==> src/hdl/ucs_pkg.sv <==
// Constants and types shared by the serial control and status block.
package ucs_pkg;

   // ****************************************************************
   // Register indexes; the byte address is four times the index.
   // ****************************************************************
   localparam logic [2:0] UCS_IDX_DATA = 3'h0;
   localparam logic [2:0] UCS_IDX_IER = 3'h1;
   localparam logic [2:0] UCS_IDX_ISR = 3'h2;
   localparam logic [2:0] UCS_IDX_LCR = 3'h3;
   localparam logic [2:0] UCS_IDX_MCR = 3'h4;
   localparam logic [2:0] UCS_IDX_LSR = 3'h5;
   localparam logic [2:0] UCS_IDX_MSR = 3'h6;
   localparam logic [2:0] UCS_IDX_SPR = 3'h7;
   localparam int UCS_ADDR_LSB = 2;
   localparam int UCS_ADDR_MSB = 4;

   // ****************************************************************
   // Reset values.
   // ****************************************************************
   localparam logic [7:0] UCS_IER_RST = 8'h00;
   localparam logic [7:0] UCS_LCR_RST = 8'h00;
   localparam logic [4:0] UCS_MCR_RST = 5'h00;
   localparam logic [7:0] UCS_SPR_RST = 8'hFF;
   localparam logic [7:0] UCS_DIV_RST = 8'h01;

   // ****************************************************************
   // Interrupt source codes.
   // ****************************************************************
   localparam logic [3:0] UCS_ISR_LINE = 4'h6;
   localparam logic [3:0] UCS_ISR_RECEIVE_READY_IRQ = 4'h4;
   localparam logic [3:0] UCS_ISR_TRANSMIT_READY_IRQ = 4'h2;
   localparam logic [3:0] UCS_ISR_MODEM = 4'h0;
   localparam logic [3:0] UCS_ISR_NONE = 4'h1;

   // ****************************************************************
   // Field positions and write masks.
   // ****************************************************************
   localparam int UCS_IER_RX = 0;
   localparam int UCS_IER_TX = 1;
   localparam int UCS_IER_LINE = 2;
   localparam int UCS_IER_MODEM = 3;
   localparam int UCS_IER_SPECIAL = 5;
   localparam logic [7:0] UCS_IER_WMASK = 8'h2F;
   localparam int UCS_LCR_STOP = 2;
   localparam int UCS_LCR_PEN = 3;
   localparam int UCS_LCR_EVEN = 4;
   localparam int UCS_LCR_FORCE = 5;
   localparam int UCS_LCR_BREAK = 6;
   localparam int UCS_LCR_DLAB = 7;
   localparam int UCS_MCR_DTR = 0;
   localparam int UCS_MCR_RTS = 1;
   localparam int UCS_MCR_AUX1 = 2;
   localparam int UCS_MCR_AUX2 = 3;
   localparam int UCS_MCR_LOOP = 4;
   localparam int UCS_MCR_PDOWN = 7;

   typedef enum logic [1:0] {
      UCS_RX_IDLE,
      UCS_RX_START,
      UCS_RX_DATA,
      UCS_RX_HOLD
   } ucs_rx_state_t;

endpackage

==> src/hdl/ucs_top.sv <==
// Serial transceiver control, status and interrupt logic on AHB-Lite.
// Operation
// - Special mode enables INTERRUPT_SOURCE bits 4-5, soft reset and power down.
// - INTERRUPT_SOURCE read returns only the highest-priority pending source.
// - Source codes: line 0110, rx 0100, tx 0010, modem 0000, none 0001.
// - INTERRUPT_SOURCE bit 0 low while pending, resets high; bits 7-6 reserved.
// - Line errors and modem deltas raise their interrupts when enabled.
// - Rx held character and tx holding empty raise interrupts when enabled.
// - LINE_STATUS read clears line interrupt; tags stay until character removed.
// - Reading the receive holding register clears the rx interrupt.
// - Tx interrupt clears by INTERRUPT_SOURCE read then disable, or a TRANSMIT_HOLDING write.
// - Reading the modem status register clears the modem interrupt.
// - LINE_FORMAT_CONTROL bits 1:0 select 5, 6, 7 or 8 data bits.
// - LINE_FORMAT_CONTROL bit 2 selects one, one and a half, or two stops.
// - LINE_FORMAT_CONTROL bit 3 adds parity on transmit and checks it on receive.
// - LINE_FORMAT_CONTROL bits 5:4 select odd, even, forced one or forced zero.
// - LINE_FORMAT_CONTROL bit 6 holds the transmit line low as break.
// - LINE_FORMAT_CONTROL bit 7 maps shared addresses to the divisor latches.
// - MODEM_LINE_CONTROL bits 0 and 1 drive terminal-ready and request-to-send inverted outside loopback.
// - MODEM_LINE_CONTROL bit 4 loops back; bits 2 and 3 feed ring and carrier.
// - Reset output follows reset, ORed with soft reset in special mode outside loopback.
// - MODEM_LINE_CONTROL bit 3 enables the interrupt output outside loopback.
// - MODEM_LINE_CONTROL bit 7 powers down, writable only in special mode.
// - LINE_STATUS bit 0 shows a held character; overrun keeps held byte.
// - Tx holding empty sets on transfer, clears on host load.
// - Enabling tx interrupt while holding stage is empty raises it.
//
// Chosen here: the register offsets and the AHB-Lite slave port.
`timescale 1ns/100ps
`default_nettype none

module ucs_top
   import ucs_pkg::*;
(
   input wire logic I_MCLK,
   input wire logic I_RESET,
   input wire logic I_HSEL,
   input wire logic [31:0] I_HADDR,
   input wire logic [1:0] I_HTRANS,
   input wire logic I_HWRITE,
   input wire logic [2:0] I_HSIZE,
   input wire logic [31:0] I_HWDATA,
   input wire logic I_HREADY,
   output logic [31:0] O_HRDATA,
   output logic O_HREADYOUT,
   output logic O_HRESP,
   input wire logic I_RX,
   input wire logic I_CTS_N,
   input wire logic I_DSR_N,
   input wire logic I_RI_N,
   input wire logic I_CD_N,
   output logic O_TX,
   output logic O_DTR_N,
   output logic O_RTS_N,
   output logic O_RST,
   output logic O_INT,
   output logic O_INT_OE,
   output logic O_POWER_DOWN
);

   // ****************************************************************
   // Bus slave.
   // ****************************************************************
   logic take;
   logic wr_pend;
   logic rd_pend;
   logic dp_hit;
   logic [2:0] dp_idx;
   logic [7:0] rd_val;
   logic [7:0] wd;
   logic [7:0] interrupt_enable;
   logic [7:0] line_format_control;
   logic [4:0] modem_line_control;
   logic pdown;
   logic [7:0] spr;
   logic [7:0] dll;
   logic [7:0] dlh;

   assign take = I_HSEL & I_HTRANS[1] & I_HREADY;
   assign wd = I_HWDATA[7:0];

   // Reads take one wait state so that read data comes from a flop.
   always_ff @(posedge I_MCLK) begin
      if (I_RESET) begin
         wr_pend <= 1'b0;
         rd_pend <= 1'b0;
         dp_hit <= 1'b0;
         dp_idx <= UCS_IDX_DATA;
         O_HREADYOUT <= 1'b1;
         O_HRDATA <= 32'h0000_0000;
         O_HRESP <= 1'b0;
      end else begin
         wr_pend <= take & I_HWRITE;
         rd_pend <= take & ~I_HWRITE;
         O_HRESP <= 1'b0;
         if (take) begin
            dp_idx <= I_HADDR[UCS_ADDR_MSB:UCS_ADDR_LSB];
            dp_hit <= (I_HADDR[31:UCS_ADDR_MSB+1] == '0);
         end
         if (take & ~I_HWRITE) begin
            O_HREADYOUT <= 1'b0;
         end else if (rd_pend) begin
            O_HREADYOUT <= 1'b1;
            O_HRDATA <= dp_hit ? {24'h00_0000, rd_val} : 32'h0000_0000;
         end
      end
   end

   logic dlab;
   logic wr_go;
   logic rd_go;
   logic wr_thr;
   logic wr_ier;
   logic rd_rhr;
   logic rd_isr;
   logic rd_lsr;
   logic rd_msr;

   assign dlab = line_format_control[UCS_LCR_DLAB];
   assign wr_go = wr_pend & dp_hit;
   assign rd_go = rd_pend & dp_hit;
   assign wr_thr = wr_go & (dp_idx == UCS_IDX_DATA) & ~dlab;
   assign wr_ier = wr_go & (dp_idx == UCS_IDX_IER) & ~dlab;
   assign rd_rhr = rd_go & (dp_idx == UCS_IDX_DATA) & ~dlab;
   assign rd_isr = rd_go & (dp_idx == UCS_IDX_ISR);
   assign rd_lsr = rd_go & (dp_idx == UCS_IDX_LSR);
   assign rd_msr = rd_go & (dp_idx == UCS_IDX_MSR);

   // ****************************************************************
   // Control registers.
   // ****************************************************************
   always_ff @(posedge I_MCLK) begin
      if (I_RESET) begin
         interrupt_enable <= UCS_IER_RST;
         line_format_control <= UCS_LCR_RST;
         modem_line_control <= UCS_MCR_RST;
         pdown <= 1'b0;
         spr <= UCS_SPR_RST;
         dll <= UCS_DIV_RST;
         dlh <= 8'h00;
      end else if (wr_go) begin
         if (dp_idx == UCS_IDX_DATA && dlab) begin
            dll <= wd;
         end else if (dp_idx == UCS_IDX_IER && dlab) begin
            dlh <= wd;
         end else if (dp_idx == UCS_IDX_IER) begin
            interrupt_enable <= wd & UCS_IER_WMASK;
         end else if (dp_idx == UCS_IDX_LCR) begin
            line_format_control <= wd;
         end else if (dp_idx == UCS_IDX_MCR) begin
            modem_line_control <= wd[4:0];
            if (interrupt_enable[UCS_IER_SPECIAL]) begin
               pdown <= wd[UCS_MCR_PDOWN];
            end
         end else if (dp_idx == UCS_IDX_SPR) begin
            spr <= wd;
         end
      end
   end

   logic special;
   logic loop;
   logic pd_act;

   assign special = interrupt_enable[UCS_IER_SPECIAL];
   assign loop = modem_line_control[UCS_MCR_LOOP];
   assign pd_act = pdown & special;

   // ****************************************************************
   // Input synchronisers and baud timing.
   // ****************************************************************
   logic [4:0] sync1;
   logic [4:0] sync2;

   always_ff @(posedge I_MCLK) begin
      if (I_RESET) begin
         sync1 <= 5'h1F;
         sync2 <= 5'h1F;
      end else begin
         sync1 <= {I_CD_N, I_RI_N, I_DSR_N, I_CTS_N, I_RX};
         sync2 <= sync1;
      end
   end

   // The divisor counts half bit times so that 1.5 stop bits is exact.
   logic [15:0] div_top;
   logic [15:0] tx_bcnt;
   logic [15:0] rx_bcnt;
   logic tx_half;
   logic rx_half;
   logic rx_idle;

   assign div_top = ({dlh, dll} == 16'h0000) ? 16'h0000
                                             : {dlh, dll} - 16'h0001;

   always_ff @(posedge I_MCLK) begin
      if (I_RESET || pd_act) begin
         tx_bcnt <= 16'h0000;
         tx_half <= 1'b0;
      end else if (tx_bcnt >= div_top) begin
         tx_bcnt <= 16'h0000;
         tx_half <= 1'b1;
      end else begin
         tx_bcnt <= tx_bcnt + 16'h0001;
         tx_half <= 1'b0;
      end
   end

   // The receive divider restarts at each start edge to centre samples.
   always_ff @(posedge I_MCLK) begin
      if (I_RESET || pd_act || rx_idle) begin
         rx_bcnt <= 16'h0000;
         rx_half <= 1'b0;
      end else if (rx_bcnt >= div_top) begin
         rx_bcnt <= 16'h0000;
         rx_half <= 1'b1;
      end else begin
         rx_bcnt <= rx_bcnt + 16'h0001;
         rx_half <= 1'b0;
      end
   end

   // ****************************************************************
   // Character format.
   // ****************************************************************
   logic [3:0] wlen;
   logic [3:0] nbits;
   logic [7:0] dmask;

   assign wlen = 4'h5 + {2'b00, line_format_control[1:0]};
   assign nbits = wlen + {3'b000, line_format_control[UCS_LCR_PEN]};
   assign dmask = 8'hFF >> (2'd3 - line_format_control[1:0]);

   function automatic logic par_bit(input logic [7:0] d,
                                    input logic [7:0] c);
      if (c[UCS_LCR_FORCE]) begin
         par_bit = ~c[UCS_LCR_EVEN];
      end else begin
         par_bit = c[UCS_LCR_EVEN] ? ^d : ~^d;
      end
   endfunction

   // ****************************************************************
   // Transmitter.
   // ****************************************************************
   logic [7:0] transmit_holding;
   logic thr_empty;
   logic tx_busy;
   logic tx_phase;
   logic tx_line;
   logic [10:0] tx_sr;
   logic [10:0] frame;
   logic [4:0] tx_cnt;
   logic [4:0] tx_total;
   logic [2:0] stop_halves;

   always_comb begin
      frame = 11'h7FF;
      frame[0] = 1'b0;
      for (int i = 0; i < 8; i++) begin
         if (i < int'(wlen)) begin
            frame[i+1] = transmit_holding[i];
         end
      end
      if (line_format_control[UCS_LCR_PEN]) begin
         frame[wlen+4'h1] = par_bit(transmit_holding & dmask, line_format_control);
      end
   end

   assign stop_halves = !line_format_control[UCS_LCR_STOP] ? 3'd2
                      : (line_format_control[1:0] == 2'b00) ? 3'd3 : 3'd4;
   assign tx_total = {nbits, 1'b0} + 5'd2 + {2'b00, stop_halves};

   always_ff @(posedge I_MCLK) begin
      if (I_RESET) begin
         transmit_holding <= 8'h00;
         thr_empty <= 1'b1;
         tx_busy <= 1'b0;
         tx_phase <= 1'b0;
         tx_line <= 1'b1;
         tx_sr <= 11'h7FF;
         tx_cnt <= 5'd0;
      end else begin
         if (!tx_busy && !thr_empty && tx_half) begin
            tx_sr <= frame;
            tx_line <= 1'b0;
            tx_cnt <= tx_total;
            tx_busy <= 1'b1;
            tx_phase <= 1'b0;
            thr_empty <= 1'b1;
         end else if (tx_busy && tx_half) begin
            tx_cnt <= tx_cnt - 5'd1;
            tx_phase <= ~tx_phase;
            if (tx_cnt == 5'd1) begin
               tx_busy <= 1'b0;
               tx_line <= 1'b1;
            end else if (tx_phase) begin
               tx_sr <= {1'b1, tx_sr[10:1]};
               tx_line <= tx_sr[1];
            end
         end
         if (wr_thr) begin
            transmit_holding <= wd;
            thr_empty <= 1'b0;
         end
      end
   end

   // ****************************************************************
   // Receiver.
   // ****************************************************************
   ucs_rx_state_t rx_state;
   logic rx_in;
   logic rx_phase;
   logic [3:0] rx_idx;
   logic [8:0] rx_sr;
   logic rx_done;
   logic [7:0] rx_data;
   logic rx_pe;
   logic rx_fe;
   logic rx_bi;

   // Loopback feeds the transmitter back; break is looped too.
   assign rx_in = loop ? (tx_line & ~line_format_control[UCS_LCR_BREAK]) : sync2[0];
   assign rx_idle = (rx_state == UCS_RX_IDLE);

   always_ff @(posedge I_MCLK) begin
      if (I_RESET) begin
         rx_state <= UCS_RX_IDLE;
         rx_phase <= 1'b0;
         rx_idx <= 4'h0;
         rx_sr <= 9'h000;
         rx_done <= 1'b0;
         rx_data <= 8'h00;
         rx_pe <= 1'b0;
         rx_fe <= 1'b0;
         rx_bi <= 1'b0;
      end else begin
         rx_done <= 1'b0;
         case (rx_state)
            UCS_RX_IDLE: begin
               if (!rx_in && !pd_act) begin
                  rx_state <= UCS_RX_START;
               end
            end
            UCS_RX_START: begin
               if (rx_half) begin
                  rx_state <= rx_in ? UCS_RX_IDLE : UCS_RX_DATA;
                  rx_idx <= 4'h0;
                  rx_phase <= 1'b0;
               end
            end
            UCS_RX_DATA: begin
               if (rx_half) begin
                  rx_phase <= ~rx_phase;
                  if (rx_phase && rx_idx < nbits) begin
                     rx_sr[rx_idx] <= rx_in;
                     rx_idx <= rx_idx + 4'h1;
                  end else if (rx_phase) begin
                     rx_done <= 1'b1;
                     rx_data <= rx_sr[7:0] & dmask;
                     rx_pe <= line_format_control[UCS_LCR_PEN] && (rx_sr[wlen]
                        != par_bit(rx_sr[7:0] & dmask, line_format_control));
                     rx_fe <= ~rx_in;
                     rx_bi <= ~rx_in &
                        ~|(rx_sr & ((9'h001 << nbits) - 9'h001));
                     rx_state <= UCS_RX_HOLD;
                  end
               end
            end
            UCS_RX_HOLD: begin
               if (rx_in) begin
                  rx_state <= UCS_RX_IDLE;
               end
            end
            default: begin
               rx_state <= UCS_RX_IDLE;
            end
         endcase
      end
   end

   // ****************************************************************
   // Receive holding stage and line status.
   // ****************************************************************
   logic [7:0] receive_holding;
   logic dr;
   logic oe;
   logic pe;
   logic fe;
   logic bi;
   logic line_flag;

   always_ff @(posedge I_MCLK) begin
      if (I_RESET) begin
         receive_holding <= 8'h00;
         dr <= 1'b0;
         oe <= 1'b0;
         pe <= 1'b0;
         fe <= 1'b0;
         bi <= 1'b0;
      end else if (rx_done && dr && !rd_rhr) begin
         oe <= 1'b1;
      end else if (rx_done) begin
         receive_holding <= rx_data;
         dr <= 1'b1;
         oe <= 1'b0;
         pe <= rx_pe;
         fe <= rx_fe;
         bi <= rx_bi;
      end else if (rd_rhr) begin
         dr <= 1'b0;
         oe <= 1'b0;
         pe <= 1'b0;
         fe <= 1'b0;
         bi <= 1'b0;
      end
   end

   // A new error wins over a status read in the same cycle.
   always_ff @(posedge I_MCLK) begin
      if (I_RESET) begin
         line_flag <= 1'b0;
      end else if (rx_done && (dr && !rd_rhr || rx_pe || rx_fe || rx_bi)) begin
         line_flag <= 1'b1;
      end else if (rd_lsr) begin
         line_flag <= 1'b0;
      end
   end

   // ****************************************************************
   // Modem status.
   // ****************************************************************
   logic [3:0] mstat;
   logic [3:0] mprev;
   logic [3:0] delta;
   logic [3:0] dset;
   logic mprev_ok;

   assign mstat = loop ? {modem_line_control[UCS_MCR_AUX2], modem_line_control[UCS_MCR_AUX1],
                          modem_line_control[UCS_MCR_DTR], modem_line_control[UCS_MCR_RTS]}
                       : ~sync2[4:1];
   assign dset = {4{mprev_ok}} & {mstat[3] ^ mprev[3],
                                  mprev[2] & ~mstat[2],
                                  mstat[1] ^ mprev[1],
                                  mstat[0] ^ mprev[0]};

   always_ff @(posedge I_MCLK) begin
      if (I_RESET) begin
         mprev <= 4'h0;
         mprev_ok <= 1'b0;
         delta <= 4'h0;
      end else begin
         mprev <= mstat;
         mprev_ok <= 1'b1;
         delta <= (rd_msr ? 4'h0 : delta) | dset;
      end
   end

   // ****************************************************************
   // Interrupt identification.
   // ****************************************************************
   logic tx_flag;
   logic isr_seen;
   logic p_line;
   logic p_rx;
   logic p_tx;
   logic p_mdm;
   logic [3:0] isr_code;

   // The flag remembers a transmit-ready event until it is retired.
   always_ff @(posedge I_MCLK) begin
      if (I_RESET) begin
         tx_flag <= 1'b0;
         isr_seen <= 1'b0;
      end else begin
         if (!tx_busy && !thr_empty && tx_half) begin
            tx_flag <= 1'b1;
         end else if (wr_ier && wd[UCS_IER_TX] && !interrupt_enable[UCS_IER_TX]
                      && thr_empty) begin
            tx_flag <= 1'b1;
         end else if (wr_thr) begin
            tx_flag <= 1'b0;
         end else if (wr_ier && isr_seen && !wd[UCS_IER_TX]) begin
            tx_flag <= 1'b0;
         end
         if (rd_isr) begin
            isr_seen <= 1'b1;
         end else if (wr_ier) begin
            isr_seen <= 1'b0;
         end
      end
   end

   assign p_line = interrupt_enable[UCS_IER_LINE] & line_flag;
   assign p_rx = interrupt_enable[UCS_IER_RX] & dr;
   assign p_tx = interrupt_enable[UCS_IER_TX] & tx_flag;
   assign p_mdm = interrupt_enable[UCS_IER_MODEM] & |delta;

   always_comb begin
      if (p_line) begin
         isr_code = UCS_ISR_LINE;
      end else if (p_rx) begin
         isr_code = UCS_ISR_RECEIVE_READY_IRQ;
      end else if (p_tx) begin
         isr_code = UCS_ISR_TRANSMIT_READY_IRQ;
      end else if (p_mdm) begin
         isr_code = UCS_ISR_MODEM;
      end else begin
         isr_code = UCS_ISR_NONE;
      end
   end

   // ****************************************************************
   // Read multiplexer.
   // ****************************************************************
   always_comb begin
      if (dp_idx == UCS_IDX_DATA && dlab) begin
         rd_val = dll;
      end else if (dp_idx == UCS_IDX_IER && dlab) begin
         rd_val = dlh;
      end else if (dp_idx == UCS_IDX_DATA) begin
         rd_val = receive_holding;
      end else if (dp_idx == UCS_IDX_IER) begin
         rd_val = interrupt_enable;
      end else if (dp_idx == UCS_IDX_ISR) begin
         rd_val = {2'b00, special & dr, special & thr_empty,
                   isr_code};
      end else if (dp_idx == UCS_IDX_LCR) begin
         rd_val = line_format_control;
      end else if (dp_idx == UCS_IDX_MCR) begin
         rd_val = {pd_act, 2'b00, modem_line_control};
      end else if (dp_idx == UCS_IDX_LSR) begin
         rd_val = {1'b0, thr_empty & ~tx_busy, thr_empty,
                   bi, fe, pe, oe, dr};
      end else if (dp_idx == UCS_IDX_MSR) begin
         rd_val = {mstat, delta};
      end else begin
         rd_val = spr;
      end
   end

   // ****************************************************************
   // Pins.
   // ****************************************************************
   always_ff @(posedge I_MCLK) begin
      if (I_RESET) begin
         O_TX <= 1'b1;
         O_DTR_N <= 1'b1;
         O_RTS_N <= 1'b1;
         O_RST <= 1'b1;
         O_INT <= 1'b0;
         O_INT_OE <= 1'b0;
         O_POWER_DOWN <= 1'b0;
      end else begin
         O_TX <= line_format_control[UCS_LCR_BREAK] ? 1'b0 : (loop | tx_line);
         O_DTR_N <= loop | ~modem_line_control[UCS_MCR_DTR];
         O_RTS_N <= loop | ~modem_line_control[UCS_MCR_RTS];
         O_RST <= ~loop & special & modem_line_control[UCS_MCR_AUX1];
         O_INT <= p_line | p_rx | p_tx | p_mdm;
         O_INT_OE <= ~loop & modem_line_control[UCS_MCR_AUX2];
         O_POWER_DOWN <= pd_act;
      end
   end

endmodule // ucs_top

`default_nettype wire

==> config.mk <==
export PLATFORM = sky130hd
export DESIGN_NAME = ucs_top
export DESIGN_NICKNAME = d
export VERILOG_FILES = /design/src/hdl/ucs_pkg.sv /design/src/hdl/ucs_top.sv
export SDC_FILE = /design/constraint.sdc
export NUM_CORES = 1
export LEC_CHECK = 0
export BUFFER_PORTS_ARGS = -buffer_cell sky130_fd_sc_hd__buf_2
export CAP_MARGIN = 30
export CORE_MARGIN = 1.5
export CORE_UTILIZATION = 48
export DETAILED_ROUTE_END_ITERATION = 12
export GPL_TIMING_DRIVEN = 0
export PLACE_DENSITY = 0.64
export REMOVE_ABC_BUFFERS = 1
export SYNTH_ARGS = -nofsm -noshare
export SYNTH_HDL_FRONTEND = slang
export SYNTH_SLANG_ARGS = --single-unit
==> constraint.sdc <==
create_clock -name I_MCLK -period 8.4 [get_ports I_MCLK]
set_input_delay 2.52 -clock I_MCLK [delete_from_list [all_inputs] [get_ports I_MCLK]]
set_output_delay 2.52 -clock I_MCLK [all_outputs]
set_load 0.1 [all_outputs]
==> summary.md <==
| Metric | Value |
|---|---|
| Outcome | finished clean |
| # Max-Cap Violations | 0 |
| TritonCTS clock tree | yes |
| Seq cells post-synth | approximately 190 |
| Cell count after synthesis | 1,179 |
| 1st-pass router iterations | 6 |
| Initial antenna violation count | 0 |
| Share of the synthesized area in the top cell type | 0.372 |
| Most frequent cell after synthesis | dfxtp_1 |
| Top_reg_cell synth | dfxtp_1 |
| Final WS setup | 3.79 ns |
| Synth cell count leaders | 189 x dfxtp_1, 151 x nor2_1, 122 x nand2_1, 70 x mux2i_1, 59 x ha_1 |
| Worst Path Max Fanout | 70 |
| Final Non-Filler Cells | about 1,500 |
| P&R area growth vs syn | 10.3% |
| Worst slack at placement | ~3.4 ns |
| Iter 0 DRT Violations | approximately 580 |
| Clock Tree Root | clkbuf_16 |
| Die width | approximately 150 um |
| Worst stage delay on the critical path | 0.64 ns |
| CP Cell Sequence | buf_4 > buf_16 > a21oi_1 > o21ai_0 > nor2b_1 > o31ai_2 > buf_4 > nor2_1 |
| Clk slew on worst S/H paths | approximately 0.090 ns |
| Largest net degree at the start of global routing | between 70 and 80 |
| Post-route ant nets | 0 |
| Rows | 53 |
| Fraction of layout cells with a size suffix above 1 | 0.117 |
| Core Region | 20,900 um2 |
| Vias per cell | 5.54 |
| Congestion Overflow GR | 0 |
| Vias | 8,302 |
| Reg2reg start | dll[2] |
| DP Cell Count | approximately 1,500 |
| CTS max path bufs | 2 |
| Diode count | 0 |
| Count of input and output buffers | between 60 and 70 |
| First-pass GRT wire length | 39,800 um |
| Layout Skew | around 0.013 ns |
| Final setup vio count | 0 |
| Fmax | approximately 220 MHz |
| Post-synthesis cell area | between 10,000 and 15,000 um2 |
| Htree depth | 4 |
| Fin crit share | 0.549 |
| Synth unique cells | 80 |
| Clk sinks | approximately 190 |
| CP required | 8.78 ns |
| Die Y | 148 um |
| Fin. max-slew vios | 0 |
| RSZ-0062 raised after global routing | false |
| Warnings from Yosys | 0 |
| PwrDens | ~170 nW/um2 |
| Total track usage | 0.229 |
| RD Place Congestion | ~0.87 |
| HPWL Detailed | about 18,000 um |
| WHS | slightly above 0.4 ns |
| Post-route minimum period | 4.61 ns |
| Crit-path most repeated cell | buf_4 |
| Worst Tran Pin Value | 0.996 ns |
| Final wirelength | about 25,000 um |
| Setup crit end kind | flop |
| Nets@finish | roughly 1,400 |
| CP Launch Point | I_RESET |
| Hold Violations, Final | 0 |
| Synth Area per Inst | 8.62 um2 |
| Cts bufs inserted | 17 |
| Async set-reset flop share out of synthesis | 0 |
| Starting Density | 0.486 |
| Post_cts resized | 0 |
| Flop-to-flop setup slack | 4.43 ns |
| Wire per inst | 16.7 um |
| Synth area leaders | dfxtp_1 37%, ha_1 7.3%, mux2i_1 6.9% |
| Max IR drop VDD | 0.158 mV |
| Setup Fix Bufs, Post-CTS | 0 |
| Vias in the first global route | 7,499 |
| Leading area contributor after synthesis | dfxtp_1 |
| I/O Pins | 120 |
| Clock Latency Late Sink | about 0.45 ns |
| Worst hold-check path type | flop to flop |
| Critical path class | input port to flop |
| Full die area | around 22,000 um2 |
| Setup total negative slack | 0 ns |
| EDFF count, synth | 0 |
| Post-synthesis sequential area ratio | 0.372 |
| # DRC | 0 |
| Source of the worst hold timing path | sync1[1] |
| Pleak | between 4 and 5 nW |
| Hold-fix buffers, CTS | 0 |
| Worst Setup Start Kind | input port |
| Slowest CP cell | a21oi_1 |
| WP data arrival | approximately 5.0 ns |
| Relative slew slack | 0.333 |
[worst max-delay path: cells and delay by family]
kind | cells | cell delay [ns]
compound gates | 3 | 1.24
buf+inv | 3 | 0.79
simple gates | 2 | 0.38
[kinds of logic after synthesis]
logic type,Yosys count,synth area share
other,2,0.000739
AND/OR/NAND/NOR,461,0.216
XOR/XNOR,69,0.0608
AO/OA/AOI/OAI,201,0.134
buffers and inverters,118,0.0608
multiplexers,78,0.0778
flip-flops,189,0.372
adder cells (fa/ha/maj),61,0.0766
[final timing paths]
path / to / cells after the start
setup / recovery: rx_bcnt[15] / 8
hold / removal: sync2[1] / 1
setup reg to reg: tx_bcnt[3] / 11
hold reg to reg: sync2[1] / 1
[routing by layer]
layer  share of wire  global-route usage  vias up  wire length [um]
met5               0                   0        -                 0
met4           0.026              0.0851        0               661
met3           0.045              0.0380       48              1120
met2            0.46               0.364      199             11500
met1            0.47               0.313     3898             11700
li1                -                   -     4157                 -
[cells in the final DEF, fill, tap and decap left out, types with 16 or more instances in the layout]
cell type,n
buf_2,64
mux2i_1,70
a211oi_1,17
a21oi_1,50
ha_1,59
a21o_1,16
xnor2_1,32
conb_1,27
o21ai_0,32
xor2_1,36
inv_1,33
nand2_1,122
nor3_1,27
clkbuf_16,17
dfxtp_1,189
nand3_1,46
nor2_1,151
[power breakdown]
group / switching, mW / internal (mW) / total (mW)
clock: 0.434 / 0.412 / 0.846
sequential: 0.00625 / 0.901 / 0.907
combinational: 0.0915 / 0.0244 / 0.116
total: 0.531 / 1.34 / 1.87
[state kept, by name, indices dropped and copies added, names as in the netlist, 5 cells and up, named ones only]
| signal | flops |
|---|---|
| O_HRDATA | 8 |
| dlh | 8 |
| dll | 8 |
| interrupt_enable | 5 |
| line_format_control | 8 |
| modem_line_control | 5 |
| receive_holding | 8 |
| rx_bcnt | 16 |
| rx_data | 8 |
| rx_sr | 9 |
| spr | 8 |
| sync1 | 5 |
| sync2 | 5 |
| transmit_holding | 8 |
| tx_bcnt | 16 |
| tx_cnt | 5 |
| tx_sr | 10 |
[cell type report]
cell class / count / area, um2
Inverter: 34 / 128
Fill cell: 1957 / 9680
Multi-Input combinational cell: 897 / 5860
Tap cell: 275 / 344
Clock buffer: 17 / 425
Sequential cell: 189 / 3780
Timing Repair Buffer: 72 / 448
Clock inverter: 15 / 214
[metrics by stage]
stage	util	area (um2)	power, mW
CTS	0.536	11200	1.88
detailed placement	0.506	10600	1.04
global route	0.536	11200	1.93
finish	0.536	11200	1.87
global placement	0.499	10400	1.04
floorplan	-	9760	1.00
Power figures use the tool's default switching activity.
